==> src/shared/mem_map_pkg.sv <==
`default_nettype none
package mem_map_pkg;
	localparam logic [15:0] RESET_VECTOR = 16'h0000;
	localparam logic [15:0] VECTOR_BASE = 16'h0003;
	localparam int VECTOR_STEP_SHIFT = 3;
	localparam logic [15:0] INTERNAL_ROM_TOP = 16'h0FFF;
	localparam int ROM_ADDR_W = 12;
	localparam int STROBE_CYCLES = 4;
	localparam logic [3:0] STROBE_LAST = 4'h3;
	localparam logic [7:0] FLOAT_BYTE = 8'hFF;
	localparam logic [7:0] RESET_BYTE = 8'h00;

	typedef enum logic [1:0] {
		KIND_FETCH = 2'h0,
		KIND_READ = 2'h1,
		KIND_WRITE = 2'h2
	} bus_kind_type;

	typedef enum logic [2:0] {
		PH_IDLE = 3'h0,
		PH_ADDR = 3'h1,
		PH_HOLD = 3'h3,
		PH_STROBE = 3'h2,
		PH_END = 3'h6
	} phase_type;

	typedef enum logic [2:0] {
		ST_READY = 3'h0,
		ST_INT_FETCH = 3'h1,
		ST_EXT_FETCH = 3'h3,
		ST_DATA_WAIT = 3'h2,
		ST_IDLE = 3'h6,
		ST_POWER_DOWN = 3'h7
	} ctrl_state_type;
endpackage : mem_map_pkg
`default_nettype wire

==> src/shared/bus_cycle_if.sv <==
`timescale 1ns/100ps
`default_nettype none
interface bus_cycle_if;
	logic start;
	mem_map_pkg::bus_kind_type kind;
	logic [15:0] addr;
	logic wide;
	logic [7:0] high_byte;
	logic [7:0] wdata;
	logic [7:0] rdata;
	logic done;
	modport requester(output start, kind, addr, wide, high_byte, wdata, input rdata, done);
	modport sequencer(input start, kind, addr, wide, high_byte, wdata, output rdata, done);
endinterface : bus_cycle_if
`default_nettype wire

==> src/logic/ext_bus_cycle.sv <==
`timescale 1ns/100ps
`default_nettype none
module ext_bus_cycle (
	input wire logic core_clk_i,
	input wire logic reset_i,
	bus_cycle_if.sequencer cyc,
	input wire logic [7:0] port0_i,
	output logic [7:0] port0_o,
	output logic port0_oe_o,
	output logic [7:0] port2_o,
	output logic addr_latch_strobe_o,
	output logic program_read_strobe_n_o,
	output logic data_read_strobe_n_o,
	output logic data_write_strobe_n_o
);
	localparam int DONE_DELAY = mem_map_pkg::STROBE_CYCLES + 3;
	logic [7:0] port0_meta;
	logic [7:0] port0_sync;
	mem_map_pkg::phase_type phase;
	mem_map_pkg::bus_kind_type kind;
	logic [7:0] wdata;
	logic [3:0] count;
	logic last;

	assign last = (phase == mem_map_pkg::PH_STROBE) && (count == mem_map_pkg::STROBE_LAST);

	// returning code or data byte crosses in from the pins
	always_ff @(posedge core_clk_i) begin
		port0_meta <= port0_i;
		port0_sync <= port0_meta;
	end

	always_ff @(posedge core_clk_i) begin
		if (reset_i) begin
			phase <= mem_map_pkg::PH_IDLE;
			count <= 4'h0;
		end else begin
			unique case (phase)
				mem_map_pkg::PH_IDLE: if (cyc.start) phase <= mem_map_pkg::PH_ADDR;
				mem_map_pkg::PH_ADDR: phase <= mem_map_pkg::PH_HOLD;
				mem_map_pkg::PH_HOLD: begin
					phase <= mem_map_pkg::PH_STROBE;
					count <= 4'h0;
				end
				mem_map_pkg::PH_STROBE: begin
					if (last) phase <= mem_map_pkg::PH_END;
					else count <= count + 4'h1;
				end
				mem_map_pkg::PH_END: phase <= mem_map_pkg::PH_IDLE;
				default: phase <= mem_map_pkg::PH_IDLE;
			endcase
		end
	end

	always_ff @(posedge core_clk_i) begin
		if (reset_i) begin
			port0_o <= mem_map_pkg::RESET_BYTE;
			port0_oe_o <= 1'b0;
			port2_o <= mem_map_pkg::RESET_BYTE;
			addr_latch_strobe_o <= 1'b0;
			program_read_strobe_n_o <= 1'b1;
			data_read_strobe_n_o <= 1'b1;
			data_write_strobe_n_o <= 1'b1;
			kind <= mem_map_pkg::KIND_FETCH;
			wdata <= mem_map_pkg::RESET_BYTE;
		end else if (phase == mem_map_pkg::PH_IDLE && cyc.start) begin
			// low byte on port 0 while the latch strobe is high, high byte on port 2
			addr_latch_strobe_o <= 1'b1;
			port0_oe_o <= 1'b1;
			port0_o <= cyc.addr[7:0];
			port2_o <= cyc.wide ? cyc.addr[15:8] : cyc.high_byte;
			kind <= cyc.kind;
			wdata <= cyc.wdata;
		end else if (phase == mem_map_pkg::PH_ADDR) begin
			addr_latch_strobe_o <= 1'b0;
		end else if (phase == mem_map_pkg::PH_HOLD) begin
			program_read_strobe_n_o <= kind != mem_map_pkg::KIND_FETCH;
			data_read_strobe_n_o <= kind != mem_map_pkg::KIND_READ;
			data_write_strobe_n_o <= kind != mem_map_pkg::KIND_WRITE;
			if (kind == mem_map_pkg::KIND_WRITE) port0_o <= wdata;
			else port0_oe_o <= 1'b0;
		end else if (last) begin
			program_read_strobe_n_o <= 1'b1;
			data_read_strobe_n_o <= 1'b1;
			data_write_strobe_n_o <= 1'b1;
		end else if (phase == mem_map_pkg::PH_END) begin
			port0_oe_o <= 1'b0;
		end
	end

	always_ff @(posedge core_clk_i) begin
		if (reset_i) begin
			cyc.done <= 1'b0;
			cyc.rdata <= mem_map_pkg::RESET_BYTE;
		end else begin
			cyc.done <= last;
			if (last) cyc.rdata <= port0_sync;
		end
	end

	property p_latch_addr;
		@(posedge core_clk_i) disable iff (reset_i)
		addr_latch_strobe_o |=> !addr_latch_strobe_o && port0_oe_o && $stable(port0_o);
	endproperty
	a_latch_addr: assert property (p_latch_addr) else $error("address not held past latch strobe");

	property p_fetch_strobe;
		@(posedge core_clk_i) disable iff (reset_i)
		(phase == mem_map_pkg::PH_STROBE && kind == mem_map_pkg::KIND_FETCH) |->
			!program_read_strobe_n_o && data_read_strobe_n_o && !port0_oe_o;
	endproperty
	a_fetch_strobe: assert property (p_fetch_strobe) else $error("fetch strobe wrong");

	property p_write_strobe;
		@(posedge core_clk_i) disable iff (reset_i)
		(phase == mem_map_pkg::PH_STROBE && kind == mem_map_pkg::KIND_WRITE) |->
			!data_write_strobe_n_o && program_read_strobe_n_o && port0_oe_o && port0_o == wdata;
	endproperty
	a_write_strobe: assert property (p_write_strobe) else $error("write strobe wrong");

	property p_cycle_length;
		@(posedge core_clk_i) disable iff (reset_i)
		(phase == mem_map_pkg::PH_IDLE && cyc.start) |-> ##DONE_DELAY cyc.done;
	endproperty
	a_cycle_length: assert property (p_cycle_length) else $error("bus cycle length wrong");
endmodule : ext_bus_cycle
`default_nettype wire

==> src/logic/program_data_memory_interface.sv <==
// Overview of operation
// - first fetch after reset from 0000H
// - vectors fixed, 8 bytes apart from 0003H
// - taken interrupt jumps to its vector
// - unused vectors are plain program memory
// - program memory read only, 64K space
// - lowest 4K on chip unless ROM-less
// - strap chooses internal or external low 4K
// - program read strobe for external fetches
// - data read/write strobes for external data
// - data space separate, 8 or 16-bit addresses
// - idle stops core, peripherals keep running
// - power-down stops all, RAM keeps contents
// - no external bus: strobes, long ops absent
// - strap high: below 1000H internal
// - program read strobe quiet on internal fetch
// - port 0 address then write data or float, port 2 high
`timescale 1ns/100ps
`default_nettype none
module program_data_memory_interface #(
	parameter bit HAS_ROM = 1'b1,
	parameter bit HAS_EXT_BUS = 1'b1,
	parameter int ROM_ADDR_W = mem_map_pkg::ROM_ADDR_W
) (
	input wire logic core_clk_i,
	input wire logic reset_i,
	input wire logic external_access_select_i,
	output logic ready_o,
	input wire logic fetch_req_i,
	output logic fetch_valid_o,
	output logic [7:0] fetch_data_o,
	output logic [15:0] fetch_addr_o,
	input wire logic jump_i,
	input wire logic jump_long_i,
	input wire logic [15:0] jump_addr_i,
	input wire logic irq_take_i,
	input wire logic [2:0] irq_index_i,
	output logic rom_rd_o,
	output logic [ROM_ADDR_W-1:0] rom_addr_o,
	input wire logic [7:0] rom_data_i,
	input wire logic xdata_req_i,
	input wire logic xdata_write_i,
	input wire logic xdata_wide_i,
	input wire logic [15:0] xdata_addr_i,
	input wire logic [7:0] xdata_wdata_i,
	input wire logic [7:0] port2_latch_i,
	output logic xdata_done_o,
	output logic [7:0] xdata_rdata_o,
	input wire logic idle_enter_i,
	input wire logic power_down_enter_i,
	input wire logic wake_i,
	output logic core_run_o,
	output logic periph_run_o,
	output logic ram_retain_o,
	input wire logic [7:0] port0_i,
	output logic [7:0] port0_o,
	output logic port0_oe_o,
	output logic [7:0] port2_o,
	output logic addr_latch_strobe_o,
	output logic program_read_strobe_n_o,
	output logic data_read_strobe_n_o,
	output logic data_write_strobe_n_o
);
	bus_cycle_if cyc ();

	mem_map_pkg::ctrl_state_type state;
	mem_map_pkg::ctrl_state_type next_state;
	logic [15:0] pc;
	logic strap_meta;
	logic strap_sync;
	logic strap_pending;
	logic internal_low_sel;
	logic fetched_once;
	logic go;
	logic take_pd;
	logic take_idle;
	logic take_irq;
	logic take_jump;
	logic open_slot;
	logic take_fetch;
	logic take_xdata;
	logic fetch_internal;
	logic fetch_done;
	logic ext_done;

	function automatic logic fetch_is_internal(input logic [15:0] a, input logic sel);
		// vector area gets no decode of its own
		return sel && (a <= mem_map_pkg::INTERNAL_ROM_TOP);
	endfunction : fetch_is_internal

	function automatic logic [15:0] vector_addr(input logic [2:0] idx);
		return mem_map_pkg::VECTOR_BASE + (16'(idx) << mem_map_pkg::VECTOR_STEP_SHIFT);
	endfunction : vector_addr

	// strap pin is asynchronous to the core clock
	always_ff @(posedge core_clk_i) begin
		strap_meta <= external_access_select_i;
		strap_sync <= strap_meta;
	end

	// low-block selection caught in the first cycle after reset release
	always_ff @(posedge core_clk_i) begin
		if (reset_i) begin
			strap_pending <= 1'b1;
			internal_low_sel <= 1'b0;
		end else if (strap_pending) begin
			strap_pending <= 1'b0;
			// ROM-less parts always go external; without a bus the ROM is all there is
			internal_low_sel <= HAS_ROM && (strap_sync || !HAS_EXT_BUS);
		end
	end

	assign fetch_internal = fetch_is_internal(pc, internal_low_sel);
	assign ext_done = HAS_EXT_BUS && cyc.done;

	always_comb begin
		go = (state == mem_map_pkg::ST_READY) && !strap_pending;
		take_pd = go && power_down_enter_i;
		take_idle = go && !power_down_enter_i && idle_enter_i;
		open_slot = go && !power_down_enter_i && !idle_enter_i;
		take_irq = irq_take_i && (open_slot || state == mem_map_pkg::ST_IDLE);
		// long jumps and calls do nothing without an external bus
		take_jump = open_slot && !irq_take_i && jump_i && (HAS_EXT_BUS || !jump_long_i);
		take_fetch = open_slot && !irq_take_i && !jump_i && fetch_req_i;
		take_xdata = open_slot && !irq_take_i && !jump_i && !fetch_req_i && xdata_req_i;
	end

	always_comb begin
		next_state = state;
		unique case (state)
			mem_map_pkg::ST_READY: begin
				if (take_pd) next_state = mem_map_pkg::ST_POWER_DOWN;
				else if (take_idle) next_state = mem_map_pkg::ST_IDLE;
				else if (take_fetch && fetch_internal) next_state = mem_map_pkg::ST_INT_FETCH;
				else if (take_fetch && HAS_EXT_BUS) next_state = mem_map_pkg::ST_EXT_FETCH;
				else if (take_xdata && HAS_EXT_BUS) next_state = mem_map_pkg::ST_DATA_WAIT;
			end
			mem_map_pkg::ST_INT_FETCH: next_state = mem_map_pkg::ST_READY;
			mem_map_pkg::ST_EXT_FETCH: if (ext_done) next_state = mem_map_pkg::ST_READY;
			mem_map_pkg::ST_DATA_WAIT: if (ext_done) next_state = mem_map_pkg::ST_READY;
			mem_map_pkg::ST_IDLE: if (wake_i || take_irq) next_state = mem_map_pkg::ST_READY;
			mem_map_pkg::ST_POWER_DOWN: next_state = mem_map_pkg::ST_POWER_DOWN;
			default: next_state = mem_map_pkg::ST_READY;
		endcase
	end

	always_ff @(posedge core_clk_i) begin
		if (reset_i) state <= mem_map_pkg::ST_READY;
		else state <= next_state;
	end

	// a fetch with no bus behind it answers at once with the floating-bus value
	assign fetch_done = (state == mem_map_pkg::ST_INT_FETCH) ||
		(state == mem_map_pkg::ST_EXT_FETCH && ext_done) ||
		(take_fetch && !fetch_internal && !HAS_EXT_BUS);

	always_ff @(posedge core_clk_i) begin
		if (reset_i) pc <= mem_map_pkg::RESET_VECTOR;
		else if (take_irq) pc <= vector_addr(irq_index_i);
		else if (take_jump) pc <= jump_addr_i;
		else if (fetch_done) pc <= pc + 16'h0001;
	end

	// program space is only ever read: there is no write path toward it
	always_ff @(posedge core_clk_i) begin
		if (reset_i) begin
			rom_rd_o <= 1'b0;
			rom_addr_o <= '0;
		end else begin
			rom_rd_o <= take_fetch && fetch_internal;
			if (take_fetch && fetch_internal) rom_addr_o <= pc[ROM_ADDR_W-1:0];
		end
	end

	always_ff @(posedge core_clk_i) begin
		if (reset_i) begin
			fetch_valid_o <= 1'b0;
			fetch_data_o <= mem_map_pkg::RESET_BYTE;
			fetch_addr_o <= mem_map_pkg::RESET_VECTOR;
			fetched_once <= 1'b0;
		end else begin
			fetch_valid_o <= fetch_done;
			if (fetch_valid_o) fetched_once <= 1'b1;
			if (fetch_done) begin
				fetch_addr_o <= pc;
				if (state == mem_map_pkg::ST_INT_FETCH) fetch_data_o <= rom_data_i;
				else if (state == mem_map_pkg::ST_EXT_FETCH) fetch_data_o <= cyc.rdata;
				else fetch_data_o <= mem_map_pkg::FLOAT_BYTE;
			end
		end
	end

	// data space is its own; accesses never touch the program counter
	always_ff @(posedge core_clk_i) begin
		if (reset_i) begin
			xdata_done_o <= 1'b0;
			xdata_rdata_o <= mem_map_pkg::RESET_BYTE;
		end else begin
			xdata_done_o <= (state == mem_map_pkg::ST_DATA_WAIT && ext_done) ||
				(take_xdata && !HAS_EXT_BUS);
			if (state == mem_map_pkg::ST_DATA_WAIT && ext_done) xdata_rdata_o <= cyc.rdata;
			else if (take_xdata && !HAS_EXT_BUS) xdata_rdata_o <= mem_map_pkg::FLOAT_BYTE;
		end
	end

	always_ff @(posedge core_clk_i) begin
		if (reset_i) begin
			cyc.start <= 1'b0;
			cyc.kind <= mem_map_pkg::KIND_FETCH;
			cyc.addr <= mem_map_pkg::RESET_VECTOR;
			cyc.wide <= 1'b1;
			cyc.high_byte <= mem_map_pkg::RESET_BYTE;
			cyc.wdata <= mem_map_pkg::RESET_BYTE;
		end else begin
			cyc.start <= HAS_EXT_BUS && ((take_fetch && !fetch_internal) || take_xdata);
			if (take_fetch) begin
				cyc.kind <= mem_map_pkg::KIND_FETCH;
				cyc.addr <= pc;
				cyc.wide <= 1'b1;
			end else if (take_xdata) begin
				cyc.kind <= xdata_write_i ? mem_map_pkg::KIND_WRITE : mem_map_pkg::KIND_READ;
				cyc.addr <= xdata_addr_i;
				cyc.wide <= xdata_wide_i;
				cyc.high_byte <= port2_latch_i;
				cyc.wdata <= xdata_wdata_i;
			end
		end
	end

	always_ff @(posedge core_clk_i) begin
		if (reset_i) begin
			ready_o <= 1'b0;
			core_run_o <= 1'b1;
			periph_run_o <= 1'b1;
			ram_retain_o <= 1'b0;
		end else begin
			ready_o <= next_state == mem_map_pkg::ST_READY;
			core_run_o <= next_state != mem_map_pkg::ST_IDLE &&
				next_state != mem_map_pkg::ST_POWER_DOWN;
			periph_run_o <= next_state != mem_map_pkg::ST_POWER_DOWN;
			ram_retain_o <= next_state == mem_map_pkg::ST_POWER_DOWN;
		end
	end

	generate
		if (HAS_EXT_BUS) begin : g_bus
			ext_bus_cycle u_bus (
				.core_clk_i(core_clk_i),
				.reset_i(reset_i),
				.cyc(cyc.sequencer),
				.port0_i(port0_i),
				.port0_o(port0_o),
				.port0_oe_o(port0_oe_o),
				.port2_o(port2_o),
				.addr_latch_strobe_o(addr_latch_strobe_o),
				.program_read_strobe_n_o(program_read_strobe_n_o),
				.data_read_strobe_n_o(data_read_strobe_n_o),
				.data_write_strobe_n_o(data_write_strobe_n_o)
			);
		end else begin : g_no_bus
			// bus pins held idle when the part has no external memory
			assign cyc.done = 1'b0;
			assign cyc.rdata = mem_map_pkg::FLOAT_BYTE;
			assign port0_o = mem_map_pkg::RESET_BYTE;
			assign port0_oe_o = 1'b0;
			assign port2_o = mem_map_pkg::RESET_BYTE;
			assign addr_latch_strobe_o = 1'b0;
			assign program_read_strobe_n_o = 1'b1;
			assign data_read_strobe_n_o = 1'b1;
			assign data_write_strobe_n_o = 1'b1;
		end
	endgenerate

	property p_reset_vector;
		@(posedge core_clk_i) disable iff (reset_i)
		(fetch_valid_o && !fetched_once) |-> fetch_addr_o == mem_map_pkg::RESET_VECTOR;
	endproperty
	a_reset_vector: assert property (p_reset_vector) else $error("first fetch not at 0000H");

	property p_vector;
		@(posedge core_clk_i) disable iff (reset_i)
		take_irq |=> pc == vector_addr($past(irq_index_i));
	endproperty
	a_vector: assert property (p_vector) else $error("interrupt not at its vector");

	property p_rom_route;
		@(posedge core_clk_i) disable iff (reset_i)
		state == mem_map_pkg::ST_INT_FETCH |-> rom_rd_o && fetch_is_internal(pc, internal_low_sel);
	endproperty
	a_rom_route: assert property (p_rom_route) else $error("internal fetch outside ROM");

	property p_ext_route;
		@(posedge core_clk_i) disable iff (reset_i)
		(cyc.start && cyc.kind == mem_map_pkg::KIND_FETCH) |->
			!fetch_is_internal(cyc.addr, internal_low_sel);
	endproperty
	a_ext_route: assert property (p_ext_route) else $error("external fetch of ROM address");

	property p_internal_quiet;
		@(posedge core_clk_i) disable iff (reset_i)
		state == mem_map_pkg::ST_INT_FETCH |-> program_read_strobe_n_o ##1 program_read_strobe_n_o;
	endproperty
	a_internal_quiet: assert property (p_internal_quiet) else $error("strobe on internal fetch");

	property p_idle;
		@(posedge core_clk_i) disable iff (reset_i)
		(state == mem_map_pkg::ST_IDLE && $past(state) == mem_map_pkg::ST_IDLE) |->
			!core_run_o && periph_run_o;
	endproperty
	a_idle: assert property (p_idle) else $error("idle run flags wrong");

	property p_power_down;
		@(posedge core_clk_i) disable iff (reset_i)
		state == mem_map_pkg::ST_POWER_DOWN |=>
			state == mem_map_pkg::ST_POWER_DOWN && !periph_run_o && !core_run_o && ram_retain_o;
	endproperty
	a_power_down: assert property (p_power_down) else $error("power-down left");

	property p_strap_hold;
		@(posedge core_clk_i) disable iff (reset_i)
		!strap_pending |=> $stable(internal_low_sel);
	endproperty
	a_strap_hold: assert property (p_strap_hold) else $error("strap choice changed");

	property p_no_bus;
		@(posedge core_clk_i) disable iff (reset_i)
		!HAS_EXT_BUS |-> program_read_strobe_n_o && !addr_latch_strobe_o && !cyc.start;
	endproperty
	a_no_bus: assert property (p_no_bus) else $error("bus active without bus");
endmodule : program_data_memory_interface
`default_nettype wire

==> config.mk <==
export PLATFORM = sky130hd
export DESIGN_NAME = program_data_memory_interface
export DESIGN_NICKNAME = d
export VERILOG_FILES = /design/src/shared/mem_map_pkg.sv /design/src/shared/bus_cycle_if.sv /design/src/logic/ext_bus_cycle.sv /design/src/logic/program_data_memory_interface.sv
export SDC_FILE = /design/constraint.sdc
export NUM_CORES = 1
export LEC_CHECK = 0
export ABC_AREA = 1
export BUFFER_PORTS_ARGS = -buffer_cell sky130_fd_sc_hd__buf_4
export CAP_MARGIN = 20
export CORE_ASPECT_RATIO = 1.75
export CORE_MARGIN = 2
export CORE_UTILIZATION = 45
export CTS_BUF_LIST = sky130_fd_sc_hd__clkbuf_4 sky130_fd_sc_hd__clkbuf_8
export DETAILED_ROUTE_END_ITERATION = 7
export HOLD_SLACK_MARGIN = 0.08
export PLACE_DENSITY = 0.79
export SYNTH_ARGS = -nofsm -noshare
export SYNTH_HDL_FRONTEND = slang
export SYNTH_SLANG_ARGS = --single-unit
export TNS_END_PERCENT = 50
==> constraint.sdc <==
create_clock -name core_clk_i -period 3.8 [get_ports core_clk_i]
set_clock_uncertainty 0.15 [all_clocks]
set_input_delay 0.38 -clock core_clk_i [delete_from_list [all_inputs] [get_ports core_clk_i]]
set_output_delay 0.38 -clock core_clk_i [all_outputs]
set_load 0.1 [all_outputs]
==> flow_summary.toml, run 1 <==
[die]
start_util_pct = 46.1
die_x_um = 96.0
die_h_um = 165
io_pins = 152
die-area_um2 = 15800
fp.coreArea_um2 = 14400
fp-row-count = 58

[setup_path]
crit_fanout = 30
critPathMaxStageDelay_ns = 0.51
cp.arrival_ns = 2.72
path_buf_inv = 0
start_kind = "flip-flop"
critPathCaptureType = "flip-flop"
crit_required_ns = 4.04
cp_slowest_cell = "dfxtp_1"
worst-setup-path-type = "reg2reg"
crit_family = "simple AND/OR/NAND/NOR gates"
cp_cell_sequence = "nor2_4 > nand4_2 > nor2_4 > nand2_2 > nand2_2 > nor2_2 > nand2_1 > a21oi_1"

[sta]
slew_headroom_pct = 49.8
drv_slew = 0
rsz0062_at_grt = "false"
fin_setup_tns_ns = 0
hold_violations = 0
setup_viol = 0
timing.final.crit_share_pct = 65.2
tightest_slew_ns = 0.752
finalCriticalPeriod_ns = 2.48
max_freq_mhz = 404

[grt]
grt_pass1_wl_um = 29600
grt_max_degree = 73
antenna_found_initial = 0
grt_pass1_vias = 6179
grt_usage_pct = 24.1
grt_overflow = 0

[finish]
layout_common_cells = "dfxtp_1, buf_4, nand2_1, o21ai_0, nor2_1"
postLayoutCellArea_um2 = 8810
diodes = 0
final_common_cell = "dfxtp_1"
nets = 1116
drive_gt1_share_pct = 19.8
area.growth.synth_to_final_pct = 32.2

[yosys]
netlist_area_um2 = 6660
ys_seq_area_share_pct = 52.0
syn_area_per_cell_um2 = 7.83
synth-seq-cells = 173
synthArstFlopShare_pct = 0
yosys.area.top_type_share_pct = 52.0
synth_top_flop_cell = "dfxtp_1"
yosysWarnings = 0
netlist_instances = 851
synth_area_leaders = "dfxtp_1, o21ai_0, nand2_1"
syn_nets = 933
yosysUniqueCellTypes = 38
synth-edff-count = 0
yosysTopAreaCell = "dfxtp_1"

[drt]
wire_per_inst_um = 15.6
wl_met3_um = 1060
vias = 6492
detail-route-antenna-nets = 0
met1_length_um = 7300
drt_wl_total_um = 19200
drtPass1Iterations = 7
drc = 0
via_per_inst = 5.29
drt_iter0_drc = 357
met2WireLength_um = 10000
top_layer_used = "met4"

[clock_network]
cts_max_level = 4
post_cts_buffers = 0
max-clock-path-buffers = 2
numClockSinks = 173
ctsHoldBuffers = 54
numCtsBuffers = 17
clockRootBuffer = "clkbuf_8"
ctsResizeCount = 0
clkTransAtPathRegs_ns = 0.11
clock_latency_ns = 0.46
cts_tree = "yes"

[place]
post-dp-hpwl_um = 13000
gp_congestion = 0.920
port-buffer-count = 150
placed_area_um2 = 7830

[pwr]
ir_drop_mv = 0.323
p_per_area_nw_per_um2 = 417
static-leakage-power_nw = 3.68
total_power_mw = 3.68

[min_path]
hp-class = "in2reg"

[flow_run]
drv_cap = 0

[status]
run_status = "finished clean"
synthesized netlist by cell type, types with 2 or more instances:
cell and number:
nor3_1 42, nor2_1 100, buf_1 4, nor2_4 2, clkbuf_1 22, buf_6 2, nand4_1 7, clkinv_1 2
nand2_1 127, nand3_1 65, nand2_2 3, a21oi_1 46, o22ai_1 9, o211ai_1 8, clkbuf_2 3, or2_2 3
ha_1 2, a31oi_1 11, buf_4 2, xor2_1 5, buf_2 10, nor3_2 3, inv_1 63, o21ai_0 122
dfxtp_1 173, nor2_2 3
cell families after synthesis:
family,share of synthesized area (%)
compound gates,16.1
xor+xnor,0.657
fa+ha+maj,0.375
buf+inv,6.95
flops,52.0
simple gates,23.9
worst min-delay path, stage by stage:
cell and delay [ns]:
buf_4 0.08, o211ai_1 0.09, a21oi_1 0.13
flip-flops by register name, indices dropped and copies added, names as in the netlist, 12 cells and up:
register	flops
pc	16
cyc.addr	16
rom_addr_o	12
fetch_addr_o	16
per-layer routing:
layer / up-vias / global-route usage, %
met4: 0 / 11.8
met5: - / 0
li1: 3203 / -
met1: 3015 / 27.0
met3: 52 / 4.74
met2: 222 / 42.7
power by group:
part	total [mW]	switching (mW)	internal [mW]
clock network	1.35	0.825	0.527
registers	1.89	0.0377	1.86
logic	0.431	0.276	0.155
layout make-up:
class,instances,area [µm²]
clock buffer,17,234
clock inverter,15,206
fill,1255,5630
inverter,66,248
multi-input combinational,568,2740
sequential,173,3460
tap,180,225
timing repair buffer,208,1700
final timing paths:
check | start | to | slack [ns] | cells after the start
setup reg to reg | state[2] | pc[15] | 1.32 | 8
hold reg to reg | g_bus.u_bus.port0_meta[7] | g_bus.u_bus.port0_sync[7] | 0.19 | 0
hold / removal | jump_addr_i[2] | pc[2] | 0.1 | 3
setup / recovery | state[2] | pc[15] | 1.32 | 8
stage by stage:
stage | utilization (%) | worst slack, ns | hold WS (ns) | std cells
2_1_floorplan | - | 2.01 | 0.160 | 851
3_3_place_gp | 54.2 | 1.31 | 0.162 | 1141
4_1_cts | 61.0 | 1.33 | 0.0848 | 1227
6_report | 61.0 | 1.32 | 0.0993 | 1227
5_1_grt | 61.0 | 1.04 | 0.0938 | 1227
3_5_place_dp | 54.2 | 1.28 | 0.162 | 1141
Power figures use the tool's default switching activity.
==> run 2: changes to the inputs <==
Settings changed: PLACE_DENSITY 0.79 to 0.82.
Clock period 3.8 ns to 2.1 ns, I/O delays scaled along.
==> flow_summary.toml, run 2 (synthesis results as in run 1) <==
[clock_network]
clkTransAtPathRegs_ns = 0.10
numCtsBuffers = 17
numClockSinks = 173
clock_latency_ns = 0.47
max-clock-path-buffers = 2
cts_max_level = 4
clockRootBuffer = "clkbuf_8"
cts_tree = "yes"

[place]
port-buffer-count = 150
post-dp-hpwl_um = 13400
gp_congestion = 0.947
pre_cts_ws_ns = 0.0858

[grt]
grt_pass1_wl_um = 31600
grt_usage_pct = 26.0
grt_overflow = 0
antenna_found_initial = 1
grt_max_degree = 60
grt_pass1_vias = 6647

[finish]
final_util_pct = 64.1
top_regs = "cyc.addr: 16 flops, fetch_addr_o: 16 flops, pc: 16 flops"
nFillCells = 1174
layout_common_cells = "buf_4, dfxtp_1, nand2_1, o21ai_0, nor2_1"
area.growth.synth_to_final_pct = 38.9
multi_input_area_um2 = 2750
final_common_cell = "buf_4"
nets = 1162
drive_gt1_share_pct = 21.2
regArea_um2 = 3470

[setup_path]
critPathMaxStageDelay_ns = 0.61
critPathMostFrequentCell = "nor2_4"
crit_family = "simple AND/OR/NAND/NOR gates"
cp_cell_sequence = "nor2_4 > nand4_2 > nor2_4 > nand3_4 > dlygate4sd3_1 > a21oi_1"
worst-setup-path-type = "reg2reg"
start_kind = "flip-flop"
cp_slowest_cell = "dlygate4sd3_1"
crit_required_ns = 2.34
crit_fanout = 7
path_buf_inv = 1
critPathCaptureType = "flip-flop"
cp.arrival_ns = 2.23

[sta]
tightest_slew_ns = 0.735
setup_viol = 0
fin_hold_ws_ns = 0.145
hold_violations = 0
drv_slew = 0
max_freq_mhz = 503
fin_setup_tns_ns = 0
timing.final.crit_share_pct = 94.6
setup_ws_ns = 0.114
slew_headroom_pct = 51.0
finalCriticalPeriod_ns = 1.99
rsz0062_at_grt = "true"

[die]
io_pins = 152
die_x_um = 96.0
start_util_pct = 46.1
die_h_um = 165
fp.coreArea_um2 = 14400
die-area_um2 = 15800
fp-row-count = 58

[pwr]
static-leakage-power_nw = 3.90
total_power_mw = 6.71
p_per_area_nw_per_um2 = 725
ir_drop_mv = 0.422

[drt]
drtPass1Iterations = 5
detail-route-antenna-nets = 0
via_per_inst = 5.25
drt_wl_total_um = 20500
vias = 6690
drc = 0
drt_iter0_drc = 332
wire_per_inst_um = 16.1

[status]
run_status = "finished clean"

[min_path]
hp-class = "in2reg"

[flow_run]
drv_cap = 0
-- run 2: routing by layer --
metal / wire [µm] / vias to the layer above / track usage, %
met1: 7560 / 3064 / 27.7
li1: - / 3308 / -
met3: 924 / 79 / 4.61
met4: 1260 / 0 / 16.9
met5: 0 / - / 0
met2: 10700 / 239 / 45.6
-- run 2: final cells by class --
class / count / area share (%)
Tap cell: 180 / 2.43
Multi-Input combinational cell: 568 / 29.7
Timing Repair Buffer: 254 / 23.0
Sequential cell: 173 / 37.5
Clock buffer: 17 / 2.53
Clock inverter: 15 / 2.20
Antenna cell: 1 / 0.0270
Inverter: 66 / 2.68
-- run 2: path summary, 6_finish.rpt --
kind	slack, ns	startpoint	to	cells after the start
worst max-delay path	0.11	state[2]	cyc.start	6
worst min-delay path	0.15	power_down_enter_i	state[0]	7
worst max register to register	0.11	state[2]	cyc.start	6
worst min register to register	0.18	g_bus.u_bus.port0_meta[7]	g_bus.u_bus.port0_sync[7]	0
-- run 2: through the flow --
stage | instances | area [µm²]
6_report | 1274 | 9250
5_1_grt | 1274 | 9250
4_1_cts | 1270 | 9220
3_5_place_dp | 1160 | 8000
3_3_place_gp | 1160 | 8000
2_1_floorplan | 851 | 6660
-- run 2: what timing repair did --
item / CTS / global route
buffers inserted: 0 / 3
hold buffers: 78 / 0
endpoints found under the hold margin: 74 / 0
setup endpoints to repair: 0 / 28
resized for setup: 0 / 5
-- run 2: power by group --
part,leakage [nW],internal (mW),switching (mW)
clock,0.217,0.946,1.48
sequential,1.40,3.36,0.0629
combinational,2.28,0.333,0.529
-- run 2: tightest hold or removal path, delay by kind of cell --
family | cells | cell delay [ns]
compound gates | 1 | 0.08
buf+inv | 2 | 0.14
simple gates | 4 | 0.29
